### config.mk
export PLATFORM = sky130hd
export DESIGN_NAME = observation_output_mux
export DESIGN_NICKNAME = d
export VERILOG_FILES = /design/src/shared/gpo_pkg.sv /design/src/aux_clock_gen.sv /design/src/observation_output_mux.sv
export SDC_FILE = /design/constraint.sdc
export NUM_CORES = 1
export LEC_CHECK = 0
export BUFFER_PORTS_ARGS = -buffer_cell sky130_fd_sc_hd__clkbuf_2
export CAP_MARGIN = 40
export CELL_PAD_IN_SITES_DETAIL_PLACEMENT = 1
export CELL_PAD_IN_SITES_GLOBAL_PLACEMENT = 2
export CORE_MARGIN = 5
export CORE_UTILIZATION = 30
export CTS_CLUSTER_DIAMETER = 60
export DETAILED_ROUTE_END_ITERATION = 10
export PLACE_DENSITY = 0.8
export SLEW_MARGIN = 20
export SYNTH_ARGS = -nofsm -noshare
export SYNTH_HDL_FRONTEND = slang
export SYNTH_SLANG_ARGS = --single-unit
### constraint.sdc
create_clock -name hclk -period 1.9 [get_ports hclk]
set_clock_uncertainty 0.15 [all_clocks]
set_input_delay 0.095 -clock hclk [delete_from_list [all_inputs] [get_ports hclk]]
set_output_delay 0.095 -clock hclk [all_outputs]
set_load 0.02 [all_outputs]
### src/shared/gpo_pkg.sv
/*
 * Shared constants and carriers for the observation output mux.
 * Assumes a 32-bit AHB-Lite slave and word indexed registers.
 */
package gpo_pkg;

    // Register indices; byte address is four times the index
    localparam logic [7:0] IDX_DET_CTRL = 8'h05;
    localparam logic [7:0] IDX_FRAC = 8'h0C;
    localparam logic [7:0] IDX_AUX_CTRL = 8'h18;
    localparam logic [7:0] IDX_OUT_PORT = 8'h1B;
    localparam logic [7:0] IDX_STATUS = 8'h20;

    // Output port register fields
    localparam int SEL_LSB = 0;
    localparam int SEL_W = 4;
    localparam int STATIC_LSB = 4;
    localparam int STATIC_W = 3;

    // Detector control fields
    localparam int PHASE_INV_BIT = 0;
    localparam int UP_EN_BIT = 1;
    localparam int DN_EN_BIT = 2;

    // Auxiliary clock control fields
    localparam int AUX_MODE_LSB = 2;
    localparam int AUX_MODE_W = 2;
    localparam int AUX_DIV_LSB = 4;
    localparam int AUX_DIV_W = 3;

    localparam int FRAC_W = 24;

    // Reset values
    localparam logic [31:0] OUT_PORT_RST = 32'h0000_0000;
    localparam logic [31:0] DET_CTRL_RST = 32'h0000_0006;
    localparam logic [31:0] AUX_CTRL_RST = 32'h0000_0000;
    localparam logic [31:0] FRAC_RST = 32'h0000_0000;

    // Source select codes
    localparam logic [3:0] SEL_STATIC = 4'h0;
    localparam logic [3:0] SEL_DIVIDERS = 4'h1;
    localparam logic [3:0] SEL_LOCK_WIN = 4'h2;
    localparam logic [3:0] SEL_SLIP = 4'h3;
    localparam logic [3:0] SEL_FRAC = 4'h4;
    localparam logic [3:0] SEL_ACCUM = 4'h6;
    localparam logic [3:0] SEL_AUX = 4'h7;
    localparam logic [3:0] SEL_MOD_OUT = 4'hA;

    // Internal synthesizer signals watched by the mux
    typedef struct packed {
        logic ref_div;
        logic prescaler;
        logic xtal_buf;
        logic sine_ref;
        logic lock_win;
        logic pfd_up;
        logic pfd_dn;
        logic ref_fast;
        logic vco_fast;
        logic max_gain;
        logic locked;
        logic ring_osc;
        logic mod_clk;
        logic aux_src;
        logic [2:0] acc_msb;
        logic [2:0] mod_lsb;
    } probe_t;

    // Pin order: [2] pin three, [1] pin two, [0] pin one
    typedef struct packed {
        logic three;
        logic two;
        logic one;
    } obs_t;

endpackage : gpo_pkg

### src/aux_clock_gen.sv
/*
 * Auxiliary clock shaper: even divider then selectable delay.
 * Assumes aux_src is already synchronised to hclk and slower than hclk/2.
 */
`timescale 1ns/1ns
module aux_clock_gen (
    input wire logic hclk,
    input wire logic hresetn,
    input wire logic aux_src,
    input wire logic [gpo_pkg::AUX_MODE_W-1:0] mode,
    input wire logic [gpo_pkg::AUX_DIV_W-1:0] div,
    output logic aux_out
);
    import gpo_pkg::*;

    logic src_prev_reg;
    logic src_rise;
    logic [2:0] edge_cnt_reg;
    logic [2:0] edge_limit;
    logic div_reg;
    logic [2:0] delay_reg;

    assign src_rise = aux_src && !src_prev_reg;
    // Code 7 has no even ratio above 14, so it stays at 14
    assign edge_limit = (div == 3'h7) ? 3'h6 : div;

    always_ff @(posedge hclk or negedge hresetn) begin
        if (!hresetn) begin
            src_prev_reg <= 1'b0;
        end else begin
            src_prev_reg <= aux_src;
        end
    end

    // Toggle every edge_limit+1 source edges: ratio 2*(edge_limit+1)
    always_ff @(posedge hclk or negedge hresetn) begin
        if (!hresetn) begin
            edge_cnt_reg <= 3'h0;
            div_reg <= 1'b0;
        end else if (src_rise) begin
            if (edge_cnt_reg >= edge_limit) begin
                edge_cnt_reg <= 3'h0;
                div_reg <= !div_reg;
            end else begin
                edge_cnt_reg <= edge_cnt_reg + 3'h1;
            end
        end
    end

    always_ff @(posedge hclk or negedge hresetn) begin
        if (!hresetn) begin
            delay_reg <= 3'h0;
            aux_out <= 1'b0;
        end else begin
            delay_reg <= {delay_reg[1:0], div_reg};
            aux_out <= (mode == 2'h0) ? div_reg : delay_reg[mode - 2'h1];
        end
    end
endmodule : aux_clock_gen

### src/observation_output_mux.sv
/*
 * Observation output mux with detector pump gating and an AHB-Lite register slave.
 * Assumes probe signals come from other clock domains; single word transfers only.
 */
// Local design decisions: the register offsets and the AHB-Lite register port.
// Summary of operation
// - Select 1 puts buffered crystal on pin three.
// - Select 1 also puts reference divider on pin two, prescaler on pin one.
// - Select 2: lock window pin one, pump up pin three, pump down pin two.
// - Select 3: reference-faster pin three, VCO-faster pin two, gain hold pin one.
// - Faster indicators pass straight through; gain hold stays until lock.
// - Select 4: fractional strobe pin one, reference divider two, sine reference three.
// - Fractional register write makes one synchronous strobe that loads the modulator.
// - Select 6: top three accumulator bits on pins three to one.
// - Select 7: aux clock pin three, ring oscillator two, modulator clock one.
// - Aux clock has two-bit delay mode and even divide 2 to 14.
// - Select 10: low three modulator output bits, lowest on pin one.
// - Detector control bit 0 swaps the detector polarity.
// - Clearing detector control bit 1 masks the pump up output.
// - Clearing detector control bit 2 masks the pump down output.
// - Both gates cleared leaves the pump idle, all else running.
// - Select 0 drives output port bits 6:4 onto the pins.
`timescale 1ns/1ns
module observation_output_mux (
    input wire logic hclk,
    input wire logic hresetn,
    input wire logic hsel,
    input wire logic [31:0] haddr,
    input wire logic [1:0] htrans,
    input wire logic hwrite,
    input wire logic [2:0] hsize,
    input wire logic [31:0] hwdata,
    input wire logic hready,
    output logic hreadyout,
    output logic hresp,
    output logic [31:0] hrdata,
    input wire gpo_pkg::probe_t probe,
    output logic observe_pin_one,
    output logic observe_pin_two,
    output logic observe_pin_three,
    output logic pump_up,
    output logic pump_down,
    output logic frac_strobe,
    output logic [gpo_pkg::FRAC_W-1:0] frac_word
);
    import gpo_pkg::*;

    probe_t sync1_reg;
    probe_t sync2_reg;
    logic [31:0] out_port_reg;
    logic [31:0] det_ctrl_reg;
    logic [31:0] aux_ctrl_reg;
    logic wr_pend_reg;
    logic [7:0] wr_idx_reg;
    logic hold_reg;
    logic aux_clk;
    logic accept;
    logic [7:0] idx;
    logic [3:0] sel;
    logic up_raw;
    logic dn_raw;
    obs_t obs_next;

    function automatic logic is_mapped(input logic [7:0] i);
        is_mapped = (i == IDX_DET_CTRL) || (i == IDX_FRAC) || (i == IDX_AUX_CTRL) ||
                    (i == IDX_OUT_PORT) || (i == IDX_STATUS);
    endfunction : is_mapped

    // IDLE and BUSY never start a transfer; only NONSEQ/SEQ with hready do
    assign accept = hsel && htrans[1] && hready;
    assign idx = haddr[9:2];
    assign sel = out_port_reg[SEL_LSB +: SEL_W];

    // Every probe crosses in through two flops before any use
    always_ff @(posedge hclk or negedge hresetn) begin
        if (!hresetn) begin
            sync1_reg <= '0;
            sync2_reg <= '0;
        end else begin
            sync1_reg <= probe;
            sync2_reg <= sync1_reg;
        end
    end

    // Zero wait state slave, always OKAY
    always_ff @(posedge hclk or negedge hresetn) begin
        if (!hresetn) begin
            hreadyout <= 1'b0;
            hresp <= 1'b0;
        end else begin
            hreadyout <= 1'b1;
            hresp <= 1'b0;
        end
    end

    always_ff @(posedge hclk or negedge hresetn) begin
        if (!hresetn) begin
            wr_pend_reg <= 1'b0;
            wr_idx_reg <= 8'h00;
        end else begin
            wr_pend_reg <= accept && hwrite;
            wr_idx_reg <= idx;
        end
    end

    // Read data latched in the address phase; unmapped reads give zero
    always_ff @(posedge hclk or negedge hresetn) begin
        if (!hresetn) begin
            hrdata <= 32'h0000_0000;
        end else if (accept && !hwrite) begin
            if (!is_mapped(idx)) begin
                hrdata <= 32'h0000_0000;
            end else if (idx == IDX_DET_CTRL) begin
                hrdata <= det_ctrl_reg;
            end else if (idx == IDX_FRAC) begin
                hrdata <= {8'h00, frac_word};
            end else if (idx == IDX_AUX_CTRL) begin
                hrdata <= aux_ctrl_reg;
            end else if (idx == IDX_OUT_PORT) begin
                hrdata <= out_port_reg;
            end else begin
                hrdata <= {26'h0, hold_reg, pump_down, pump_up,
                           observe_pin_three, observe_pin_two, observe_pin_one};
            end
        end
    end

    always_ff @(posedge hclk or negedge hresetn) begin
        if (!hresetn) begin
            out_port_reg <= OUT_PORT_RST;
            det_ctrl_reg <= DET_CTRL_RST;
            aux_ctrl_reg <= AUX_CTRL_RST;
        end else if (wr_pend_reg) begin
            if (wr_idx_reg == IDX_OUT_PORT) begin
                out_port_reg <= {25'h0, hwdata[STATIC_LSB +: STATIC_W], hwdata[SEL_LSB +: SEL_W]};
            end
            if (wr_idx_reg == IDX_DET_CTRL) begin
                det_ctrl_reg <= {29'h0, hwdata[DN_EN_BIT], hwdata[UP_EN_BIT], hwdata[PHASE_INV_BIT]};
            end
            if (wr_idx_reg == IDX_AUX_CTRL) begin
                aux_ctrl_reg <= {25'h0, hwdata[AUX_DIV_LSB +: AUX_DIV_W],
                                 hwdata[AUX_MODE_LSB +: AUX_MODE_W], 2'b00};
            end
        end
    end

    // Strobe is born in the hclk domain, so it is already synchronous
    always_ff @(posedge hclk or negedge hresetn) begin
        if (!hresetn) begin
            frac_word <= FRAC_RST[FRAC_W-1:0];
            frac_strobe <= 1'b0;
        end else begin
            frac_strobe <= wr_pend_reg && (wr_idx_reg == IDX_FRAC);
            if (wr_pend_reg && (wr_idx_reg == IDX_FRAC)) begin
                frac_word <= hwdata[FRAC_W-1:0];
            end
        end
    end

    // Set wins over the lock clear
    always_ff @(posedge hclk or negedge hresetn) begin
        if (!hresetn) begin
            hold_reg <= 1'b0;
        end else if (sync2_reg.max_gain) begin
            hold_reg <= 1'b1;
        end else if (sync2_reg.locked) begin
            hold_reg <= 1'b0;
        end
    end

    assign up_raw = det_ctrl_reg[PHASE_INV_BIT] ? sync2_reg.pfd_dn : sync2_reg.pfd_up;
    assign dn_raw = det_ctrl_reg[PHASE_INV_BIT] ? sync2_reg.pfd_up : sync2_reg.pfd_dn;

    // Gating only affects the pump; detector itself keeps running
    always_ff @(posedge hclk or negedge hresetn) begin
        if (!hresetn) begin
            pump_up <= 1'b0;
            pump_down <= 1'b0;
        end else begin
            pump_up <= up_raw && det_ctrl_reg[UP_EN_BIT];
            pump_down <= dn_raw && det_ctrl_reg[DN_EN_BIT];
        end
    end

    aux_clock_gen u_aux (
        .hclk(hclk),
        .hresetn(hresetn),
        .aux_src(sync2_reg.aux_src),
        .mode(aux_ctrl_reg[AUX_MODE_LSB +: AUX_MODE_W]),
        .div(aux_ctrl_reg[AUX_DIV_LSB +: AUX_DIV_W]),
        .aux_out(aux_clk)
    );

    // Unlisted codes fall to the default, so a stray write cannot float a pin
    always_comb begin
        obs_next = '0;
        case (sel)
            SEL_STATIC: obs_next = out_port_reg[STATIC_LSB +: STATIC_W];
            SEL_DIVIDERS: obs_next = {sync2_reg.xtal_buf, sync2_reg.ref_div, sync2_reg.prescaler};
            SEL_LOCK_WIN: obs_next = {pump_up, pump_down, sync2_reg.lock_win};
            SEL_SLIP: obs_next = {sync2_reg.ref_fast, sync2_reg.vco_fast, hold_reg};
            SEL_FRAC: obs_next = {sync2_reg.sine_ref, sync2_reg.ref_div, frac_strobe};
            SEL_ACCUM: obs_next = sync2_reg.acc_msb;
            SEL_AUX: obs_next = {aux_clk, sync2_reg.ring_osc, sync2_reg.mod_clk};
            SEL_MOD_OUT: obs_next = sync2_reg.mod_lsb;
            default: obs_next = '0;
        endcase
    end

    // Registered pins: the far side never sees a decode glitch
    always_ff @(posedge hclk or negedge hresetn) begin
        if (!hresetn) begin
            observe_pin_one <= 1'b0;
            observe_pin_two <= 1'b0;
            observe_pin_three <= 1'b0;
        end else begin
            observe_pin_one <= obs_next.one;
            observe_pin_two <= obs_next.two;
            observe_pin_three <= obs_next.three;
        end
    end
endmodule : observation_output_mux

# --- Word-level counts from Yosys, hierarchy flattened ---
# Cells that the tools add are included.
totals:
  register_bits: 137
  latchBits: 0
  ramBits: 0
  rom_bits: 0
  in_bits: 94
  output_inout_bits: 64
  elab_cells: 110
  mem_count: 0
op_classes:
  n_addsub: 2
  mul: 0
  div: 0
  order_cmp: 2
  n_eq_ne: 17
  n_shift: 0
  mux: 15
  bitwise: 0
  reduce_logical: 22
op_table:
  columns: ["operator", "count"]
  rows:
  - ["2-to-1 mux 24 bit", 3]
  - ["equality test 8 x 5 -> 1 bit, second input constant", 4]
  - ["one-hot mux 3 bit (8 select lines)", 1]
  - ["equality test 8 x 3 -> 1 bit, second input constant", 2]
  - ["equality test 8 x 4 -> 1 bit, second input constant", 2]
  - ["2-to-1 mux 7 bit", 2]
  - ["equality test 4 x 3 -> 1 bit, second input constant", 3]
  - ["equality test 4 x 2 -> 1 bit, second input constant", 2]
  - ["equality test 8 x 6 -> 1 bit, second input constant", 1]
  - ["logical AND 1 bit", 8]
  - ["AND reduction 2 bit", 4]
  - ["2-to-1 mux 1 bit", 6]
  - ["2-to-1 mux 3 bit", 2]
  - ["equality test 4 x 1 -> 1 bit, second input constant", 1]
  - ["equality test 4 bit, second input constant", 1]
  - ["logical NOT 4 bit", 1]
  - ["logical OR 1 bit", 4]
  - ["adder 3 x 1 -> 3 bit, second input constant", 1]
  - ["equality test 3 bit, second input constant", 1]
  - ["greater-or-equal comparator 3 bit", 1]
  - ["logical NOT 1 bit", 3]
  - ["< comparator 2 x 3 -> 1 bit, second input constant", 1]
  - ["binary-select mux 1 bit (select 2 bit)", 1]
  - ["logical NOT 2 bit", 1]
  - ["other kinds (2)", 2]

# --- Logic depth before layout (Yosys ltp) ---
# Gate-level depths: netlist of the first run.
depth:
  word_depth: 6
  ltp_mapped: 7
  ltp_nobuf: 7

# --- By module ---
# A second synthesis of the first run with hierarchy kept.
hier_totals:
  cells_unflattened: 361
  hier_area_um2: 5138.7
modules_own_cells:
  columns: ["module", "n_inst", "cells_per_inst", "area_per_inst_um2", "seq_area_each_um2"]
  rows:
  - ["observation_output_mux", 1, 319, 4690.7, 3005.4]
  - ["aux_clock_gen", 1, 42, 447.9, 225.2]

# --- Least setup slack after synthesis of the first run ---
# No wires, ideal clock.
synth_path:
  path_type: "register to register"
  start: "register aux_ctrl_reg[5]"
  end: "register u_aux.edge_cnt_reg[0]"
  setup_ns: 0.083
  arrival_ns: 1.649
  t_required_ns: 1.667
  path_slack_ns: 0.018
  path_stages_with_launch: 8
  n_path_buf: 0
  synth_period_minus_slack_ns: 1.882
  cell_sequence: "dfrtp_1 a21boi_0 ha_1 nand2b_1 a21o_1 a21o_1 or3_1 o21ai_0"
synth_via:
  elab_chain_cells: 4
synth_lines:
  columns: ["element", "line", "text"]
  rows:
  - ["start, declared", "observation_output_mux.sv:52", "logic [31:0] aux_ctrl_reg;"]
  - ["start signal, assigned", "observation_output_mux.sv:141", "aux_ctrl_reg <= {25'h0, hwdata[AUX_DIV_LSB +: AUX_DIV_W],"]
  - ["equality test 3 bit", "aux_clock_gen.sv:25", "assign edge_limit = (div == 3'h7) ? 3'h6 : div;"]
  - ["2-to-1 mux 3 bit *", "aux_clock_gen.sv:25", null]
  - ["greater-or-equal comparator 3 bit *", "aux_clock_gen.sv:41", "if (edge_cnt_reg >= edge_limit) begin"]
  - ["2-to-1 mux 3 bit *", "aux_clock_gen.sv:41", null]
  - ["end signal, assigned", "aux_clock_gen.sv:45", "edge_cnt_reg <= edge_cnt_reg + 3'h1;"]
  - ["end, declared", "aux_clock_gen.sv:18", "logic [2:0] edge_cnt_reg;"]
# Every way passes the cells marked *; elsewhere a longest branch is shown, timed or not.
# A chain may end at the register's enable or synchronous reset.

# --- Final worst setup path of the first run ---
# Same ends and word-level chain as after synthesis.

==> flow_summary.rst, run 1 <==
.. list-table::
   :header-rows: 1

   * - Metric
     - Value
   * - Max-capacitance violation count
     - 0
   * - Clock insertion delay at the later pin of the skew report
     - roughly 0.4 ns
   * - Flip-flop and latch count after synthesis
     - ~130
   * - Total power consumption of the routed design
     - around 0.007 W
   * - Area grow syn2layout
     - 44.6%
   * - CP peak stage delay
     - ~0.38 ns
   * - Series of cell instances along the critical path
     - a21boi_1, ha_1, nand2b_4, a21o_1, a21o_1, or3_1, o21ai_1
   * - Path type of the worst min-delay path
     - input pin to asynchronous set/reset pin
   * - Compound-gate portion of the synthesized area
     - 0.100
   * - Most used flip-flop cell after synthesis
     - sky130_fd_sc_hd__dfrtp_1
   * - Final count of hold timing violations
     - 0
   * - Dominant delay contributor by cell family on the critical path
     - compound AO/OA/AOI/OAI gates
   * - Share of the core filled with cells in the final layout
     - 0.445
   * - Most frequent standard cell in the layout excluding fill and tap cells
     - sky130_fd_sc_hd__dfrtp_1
   * - Number of antenna violations at the first check in global routing
     - 0
   * - Wire length after detailed routing
     - between 10 and 15 mm
   * - Fraction of the yosys area taken by sequential cells
     - 0.658
   * - RSZ-0062 raised after global routing
     - true
   * - GR Overflow Total
     - 0
   * - Final period util
     - 1.00
   * - Starting utilization of the core area
     - 0.308
   * - Antenna diode count
     - 0
   * - Proportion of layout cells with a drive suffix above 1
     - 0.380
   * - Cells after synthesis
     - roughly 360
   * - Failing checks
     - negative setup slack
   * - Clock-pin slew of the registers on the worst-case setup and hold paths
     - approximately 0.060 ns
   * - Regs by FF count
     - frac_word (24), hrdata (24)
   * - Post-route worst hold slack
     - between 0.01 and 0.015 ns
   * - HPWL Detailed
     - slightly below 10 mm
   * - Result of the run
     - complete, but fails checks
   * - Number of max-slew violations in the final report
     - 0
   * - Root Buffer Master
     - sky130_fd_sc_hd__clkbuf_16
   * - Count of buffers inserted at the top-level ports
     - about 110
   * - H-tree lvl count
     - 4
   * - Area of the core
     - approximately 16000 µm²
   * - Post-synthesis instance area
     - approximately 5000 µm²
   * - Number of nets at the end of the flow
     - around 660
   * - Startpoint of the most critical setup path
     - aux_ctrl_reg[5]
   * - DR DRC count
     - 0
   * - Number of rows in the core area
     - 46
   * - Width of the die
     - ~140 µm
   * - Via density per instance
     - between 4 and 5
   * - Pwr Density
     - 1020 nW/µm²
   * - Synth unique cells
     - 50
   * - Critical Path Fanout Max
     - 3
   * - Iter 0 DRT Violations
     - between 80 and 90
   * - TritonCTS sink count
     - about 130
   * - Critical path buffers and inverters
     - 0
   * - Commonest non-fill, non-tap cells in the layout
     - 127 x sky130_fd_sc_hd__dfrtp_1, 111 x sky130_fd_sc_hd__clkbuf_2, 55 x sky130_fd_sc_hd__dlygate4sd3_1, 34 x sky130_fd_sc_hd__mux2_2
   * - Most area-hungry cell type in the Yosys netlist
     - sky130_fd_sc_hd__dfrtp_1
   * - Detailed Routing Iterations Pass 1
     - 4
   * - GRT Total Usage
     - 0.157
   * - Crit path arrival time
     - roughly 2.1 ns
   * - Worst r2r src
     - aux_ctrl_reg[5]
   * - Static power due to leakage
     - between 3 and 4 nW
   * - Detail-routed net length per standard cell
     - roughly 18 µm
   * - Element type at the critical path end
     - flop
   * - Via count of the first global-routing pass
     - between 4000 and 5000
   * - Avg Synthesized Cell Area
     - 13.6 µm²
   * - Minimum period implied by the final worst setup slack
     - between 1.5 and 2 ns
   * - Via count
     - between 3000 and 4000
   * - IR Drop Worst-Case VDD
     - approximately 0.84 mV
   * - Arithmetic-cell share of the synthesized area counting full adders, half adders and majority gates
     - 0.0127
   * - EDFF count, synth
     - 0
   * - First-pass GRT wire length
     - 22.3 mm
   * - Count of placed standard cells in the final layout, fillers left out
     - between 700 and 800
   * - Maximum clock frequency
     - approximately 530 MHz
   * - Vert. Die Dim
     - approximately 140 µm
   * - Top-area cell type share of the netlist area
     - 0.648
   * - Placed Instances
     - between 700 and 800
   * - Last weighted congestion value of the routability-driven placer
     - ~0.83
   * - Cell area after placement
     - 5860 µm²
   * - Worst setup path class
     - flop to flop
   * - Post-detailed-route count of antenna-violating nets
     - 0
   * - Pin count of the biggest net entering global routing
     - 37
   * - Cell area after layout
     - 7100 µm²
   * - Post-synthesis xor/xnor area fraction
     - 0.00357
   * - Top cells by area, synth
     - sky130_fd_sc_hd__dfrtp_1 65%, sky130_fd_sc_hd__mux2_2 7.8%, sky130_fd_sc_hd__a22o_1 3.0%
   * - Simple-gate portion of the synthesized area
     - 0.0854
   * - TritonCTS clock tree
     - yes
   * - Crit path top cell by count
     - sky130_fd_sc_hd__a21o_1
   * - Dominant combinational cell family by area after synthesis
     - multiplexers
   * - Finish-stage setup viols
     - 1
   * - Area of the die
     - 19000 µm²
   * - Cts bufs inserted
     - 17
   * - Worst path slowest cell
     - sky130_fd_sc_hd__dfrtp_1
   * - I/O pin count
     - between 150 and 200
   * - Clock tree buffer depth
     - 2
   * - Sort of element at the start of the critical path
     - flop
   * - Required time of the critical path
     - about 2.1 ns
   * - Portion of netlist area occupied by mux cells
     - 0.106
   * - Fraction of registers with async set/reset
     - 1.00
   * - Final Worst Setup Slack
     - -0.00336 ns
   * - Warnings, synthesis
     - 0
==> worst paths after layout <==
| kind | to | slack [ns] | cells past startpoint |
|---|---|---|---|
| max reg2reg | u_aux.edge_cnt_reg[0] | -0.003 | 7 |
| max | u_aux.edge_cnt_reg[0] | -0.003 | 7 |
| min reg2reg | sync2_reg[11] | 0.20 | 0 |
| min in group hclk | hrdata[2] | 0.12 | 4 |
| min | u_aux.aux_out | 0.01 | 2 |
| max in group asynchronous | sync1_reg[0] | 0.97 | 3 |
==> power by group <==
group	internal [W]	switching, W
combinational	0.000336	0.000357
sequential	0.00294	0.000134
clock	0.00223	0.00122
total	0.00550	0.00171
==> per-stage QoR <==
step                      worst slack [ns]  TNS (ns)
final                             -0.00336  -0.00336
after global routing               -0.0796    -0.142
after floorplan                     0.0185         0
after CTS                          -0.0112   -0.0126
after detailed placement           -0.0886    -0.156
after global placement             -0.0279   -0.0279
==> synthesized netlist by cell type (3+ instances only) <==
cell / instances
sky130_fd_sc_hd__a21o_1: 4
sky130_fd_sc_hd__a21oi_1: 7
sky130_fd_sc_hd__a22o_1: 17
sky130_fd_sc_hd__a22oi_1: 4
sky130_fd_sc_hd__a31oi_1: 3
sky130_fd_sc_hd__buf_4: 9
sky130_fd_sc_hd__clkbuf_1: 7
sky130_fd_sc_hd__dfrtp_1: 127
sky130_fd_sc_hd__ha_1: 5
sky130_fd_sc_hd__inv_1: 11
sky130_fd_sc_hd__mux2_2: 34
sky130_fd_sc_hd__mux2i_1: 9
sky130_fd_sc_hd__nand2_1: 24
sky130_fd_sc_hd__nand2b_1: 5
sky130_fd_sc_hd__nand3_1: 3
sky130_fd_sc_hd__nand4_1: 4
sky130_fd_sc_hd__nand4b_1: 3
sky130_fd_sc_hd__nor2_1: 16
sky130_fd_sc_hd__nor2b_1: 3
sky130_fd_sc_hd__nor3_1: 4
sky130_fd_sc_hd__nor4b_1: 4
sky130_fd_sc_hd__o21ai_0: 16
sky130_fd_sc_hd__o22a_1: 4
sky130_fd_sc_hd__o22ai_1: 3
sky130_fd_sc_hd__o31ai_1: 4
==> per-layer routing <==
layer  global-route usage  part of all wire  vias up
met2                0.264              0.52       95
met5                    0                 0        -
met4               0.0445             0.013        0
li1                     -                 -     1675
met1                0.193              0.41     1842
met3               0.0497             0.052       10
==> area by class of cell <==
| cell class | instances | area [µm²] |
|---|---|---|
| Fill cell | 1704 | 8850 |
| Sequential cell | 129 | 3230 |
| Multi-Input combinational cell | 209 | 1600 |
| Timing Repair Buffer | 192 | 1330 |
| Clock buffer | 19 | 443 |
| Tap cell | 216 | 270 |
| Clock inverter | 13 | 184 |
| Inverter | 11 | 41.3 |
==> repair_timing <==
item,4_1_cts,5_1_grt
gates resized for setup,3,11
hold buffers,55,0
hold endpoints to repair,195,0
pin swaps,2,4
setup buffers,0,1
endpoints found under the setup margin,2,57
==> cells by family after synthesis <==
| logic type | Yosys count |
|---|---|
| buffers and inverters | 31 |
| other | 2 |
| and+or+nand+nor | 77 |
| adders and majority gates | 5 |
| DFF | 129 |
| muxes | 45 |
| xor gates and xnor gates | 2 |
| AOI/OAI and AO/OA | 70 |
Power figures use the tool's default switching activity.
==> run 2, diff against run 1 <==
==> constraint.sdc (replaced) <==
create_clock -name hclk -period 1.9 [get_ports hclk]
set_clock_uncertainty 0.15 [all_clocks]
set_input_delay 0 -clock hclk [delete_from_list [all_inputs] [get_ports hclk]]
set_output_delay 0 -clock hclk [all_outputs]
set_load 0.02 [all_outputs]
==> flow_summary.rst, run 2 (synthesized netlist as in run 1, its figures left out) <==
.. list-table::
   :header-rows: 1

   * - Metric
     - Value
   * - RSZ-0062 raised after global routing
     - true
   * - First-pass GRT wire length
     - 21.4 mm (-3.9%)
   * - GR Overflow Total
     - 0 (unchanged)
   * - TritonCTS clock tree
     - yes
   * - M1 WL
     - 5.66 mm (-2.5%)
   * - Sw Share
     - 0.228 (-0.00834)
   * - Worst path slowest cell
     - sky130_fd_sc_hd__dfrtp_1
   * - Path type of the worst min-delay path
     - input pin to flop
   * - Total net switching power
     - 0.00164 W (-4.2%)
   * - Most frequent standard cell in the layout excluding fill and tap cells
     - sky130_fd_sc_hd__dfrtp_1
   * - Tightest slew margin relative to the limit
     - 0.657
   * - Max-capacitance violation count
     - 0 (unchanged)
   * - Minimum period implied by the final worst setup slack
     - 1.94 ns (+0.0370 ns)
   * - Number of filler instances in the final layout
     - 1671 (-1.9%)
   * - Last weighted congestion value of the routability-driven placer
     - 0.792 (-4.7%)
   * - Highest routing layer actually used
     - met4
   * - Vert. Die Dim
     - 138 µm (unchanged)
   * - Worst-margin pin slew
     - between 0.5 and 0.6 ns
   * - Via density per instance
     - 4.66 (+1.5%)
   * - Setup total negative slack
     - -0.0404 ns (-0.0370 ns)
   * - Proportion of layout cells with a drive suffix above 1
     - 0.369 (-0.0112)
   * - Number of antenna violations at the first check in global routing
     - 0 (unchanged)
   * - Pwr Density
     - 1020 nW/µm² (about the same)
   * - Wire length after detailed routing
     - 13.7 mm (-1.9%)
   * - Crit path top cell by count
     - sky130_fd_sc_hd__a21o_1
   * - Clock insertion delay at the later pin of the skew report
     - 0.42 ns (about the same)
   * - DR DRC count
     - 0 (unchanged)
   * - Failing checks
     - negative setup slack
   * - Crit path arrival time
     - 2.13 ns (+0.04 ns)
   * - Width of the die
     - 138 µm (unchanged)
   * - Sequential Area
     - 3230 µm² (unchanged)
   * - Area of the die
     - 19000 µm² (unchanged)
   * - Required time of the critical path
     - 2.09 ns (about the same)
   * - Internal power contribution
     - 0.00553 W (+0.40%)
   * - Dominant delay contributor by cell family on the critical path
     - compound AO/OA/AOI/OAI gates
   * - Number of rows in the core area
     - 46 (unchanged)
   * - Area grow syn2layout
     - 43.7%
   * - Maximum clock frequency
     - 515 MHz (-1.9%)
   * - Pin count of the biggest net entering global routing
     - 42 (+14%)
   * - Series of cell instances along the critical path
     - a21boi_1, ha_1, nand2b_4, a21o_1, a21o_1, or3_1, o21ai_1
   * - Via count of the first global-routing pass
     - 4030 (-0.96%)
   * - Detail Route met3 WL
     - 656 µm (-11%)
   * - Number of max-slew violations in the final report
     - 0 (unchanged)
   * - Met2 Wirelength
     - 7.17 mm (-1.7%)
   * - Detailed Routing Iterations Pass 1
     - 4 (unchanged)
   * - Post-detailed-route count of antenna-violating nets
     - 0 (unchanged)
   * - HPWL Detailed
     - 9.67 mm (-2.3%)
   * - Critical Path Fanout Max
     - 4 (+1)
   * - Critical path buffers and inverters
     - 0 (unchanged)
   * - Detail-routed net length per standard cell
     - 17.6 µm (-1.1%)
   * - Count of buffers inserted at the top-level ports
     - 112 (unchanged)
   * - Final period util
     - 1.02 (+0.0195)
   * - Final count of hold timing violations
     - 0 (unchanged)
   * - H-tree lvl count
     - 4 (unchanged)
   * - Result of the run
     - complete, but fails checks
   * - I/O pin count
     - 158 (unchanged)
   * - Post-route worst hold slack
     - 0.0519 ns (+0.0378 ns)
   * - Clock tree buffer depth
     - 2 (unchanged)
   * - CP peak stage delay
     - 0.37 ns (about the same)
   * - Root Buffer Master
     - sky130_fd_sc_hd__clkbuf_16
   * - Worst setup path class
     - flop to flop
   * - Finish-stage setup viols
     - 1 (unchanged)
   * - TritonCTS sink count
     - 129 (unchanged)
   * - Regs by FF count
     - frac_word (24), hrdata (24)
   * - Via count
     - 3643 (+0.58%)
   * - Sort of element at the start of the critical path
     - flop
   * - Combinational fraction of design power
     - 0.093 (-0.003)
   * - Element type at the critical path end
     - flop
   * - Final Worst Setup Slack
     - -0.0404 ns (-0.0370 ns)
   * - Clock-pin slew of the registers on the worst-case setup and hold paths
     - 0.06 ns (about the same)
   * - GRT Total Usage
     - 0.152 (-0.00466)
   * - Clk network pwr share
     - 0.479 (about the same)
   * - Reg power frac
     - 0.428 (+0.002)
   * - R2R setup slack
     - -0.04 ns (-0.04 ns)
   * - Number of nets at the end of the flow
     - 653 (-0.91%)
   * - Footprint of the multi-input gates
     - 1580 µm² (-1.1%)
   * - Area of the core
     - 15900 µm² (unchanged)
   * - Antenna diode count
     - 0 (unchanged)
   * - Static power due to leakage
     - 3.37 nW (-0.83%)
   * - Commonest non-fill, non-tap cells in the layout
     - 127 x sky130_fd_sc_hd__dfrtp_1, 108 x sky130_fd_sc_hd__clkbuf_2, 56 x sky130_fd_sc_hd__dlygate4sd3_1, 34 x sky130_fd_sc_hd__mux2_2, 24 x sky130_fd_sc_hd__nand2_1
   * - Iter 0 DRT Violations
     - 89 (+1.1%)
   * - IR Drop Worst-Case VDD
     - 0.902 mV (+7.9%)
   * - Cts bufs inserted
     - 17 (unchanged)
   * - Starting utilization of the core area
     - 0.308 (unchanged)
[run 2: changes by cell type in the layout (fill, tap and decap cells not counted), moves of 2 or more]
cell / change
sky130_fd_sc_hd__buf_2: +3
sky130_fd_sc_hd__buf_4: -9
sky130_fd_sc_hd__buf_6: +2
sky130_fd_sc_hd__clkbuf_2: -3
sky130_fd_sc_hd__clkbuf_8: +5
sky130_fd_sc_hd__clkinv_2: -2
sky130_fd_sc_hd__inv_6: -2
[run 2: worst paths after layout]
check,startpoint,end,cells after the start
max,aux_ctrl_reg[6],u_aux.edge_cnt_reg[0],7
min,hready,hrdata[0],4
max reg2reg,aux_ctrl_reg[6],u_aux.edge_cnt_reg[0],7
min reg2reg,sync1_reg[4],sync2_reg[4],0
max in group asynchronous,hresetn,det_ctrl_reg[1],4
min in group asynchronous,hresetn,sync1_reg[5],3
[run 2: worst reg2reg max path, delay by kind of cell, from the launching register on]
kind                     cells  cell delay, ns
AND/OR/NAND/NOR              2            0.49
adder cells (fa/ha/maj)      1            0.25
flip-flops                   1            0.37
AO/OA/AOI/OAI                4            0.61
[run 2: per-stage QoR]
step	instances	power [W]	instance area, µm²	utilization	setup slack, ns
6_report	782	0.00716	7050	0.442	-0.0404
5_1_grt	782	0.00747	7050	0.442	-0.100
4_1_cts	782	0.00725	7010	0.440	-0.0429
3_5_place_dp	694	0.00367	5800	0.364	-0.0974
3_3_place_gp	694	0.00363	5800	0.364	-0.0245
2_1_floorplan	369	0.00338	4940	-	0.0185
[run 2: final cells by class]
cell class,instances,share of cell area
Clock inverter,8,0.0177
Inverter,11,0.00586
Timing Repair Buffer,186,0.183
Multi-Input combinational cell,209,0.225
Tap cell,216,0.0383
Clock buffer,23,0.0721
Sequential cell,129,0.458
[run 2: repair_timing]
action,in CTS,in global routing
setup buffers,1,0
endpoints found under the hold margin,195,0
hold buffers,56,0
setup endpoints to repair,2,28
pin swaps,2,3
resized for setup,3,14
[run 2: power by group through the flow]
stage / registers (W) / logic [W] / clock network, W
finish: 0.00306 / 0.000669 / 0.00343
global route: 0.00308 / 0.000740 / 0.00364
CTS: 0.00306 / 0.000673 / 0.00352
detailed placement: 0.00311 / 0.000561 / 0
global placement: 0.00310 / 0.000534 / 0
floorplan: 0.00312 / 0.000263 / 0
[run 2: metal layers]
layer | track usage | vias up
met5 | 0 | -
li1 | - | 1667
met1 | 0.176 | 1860
met4 | 0.0598 | 0
met3 | 0.0425 | 20
met2 | 0.266 | 96
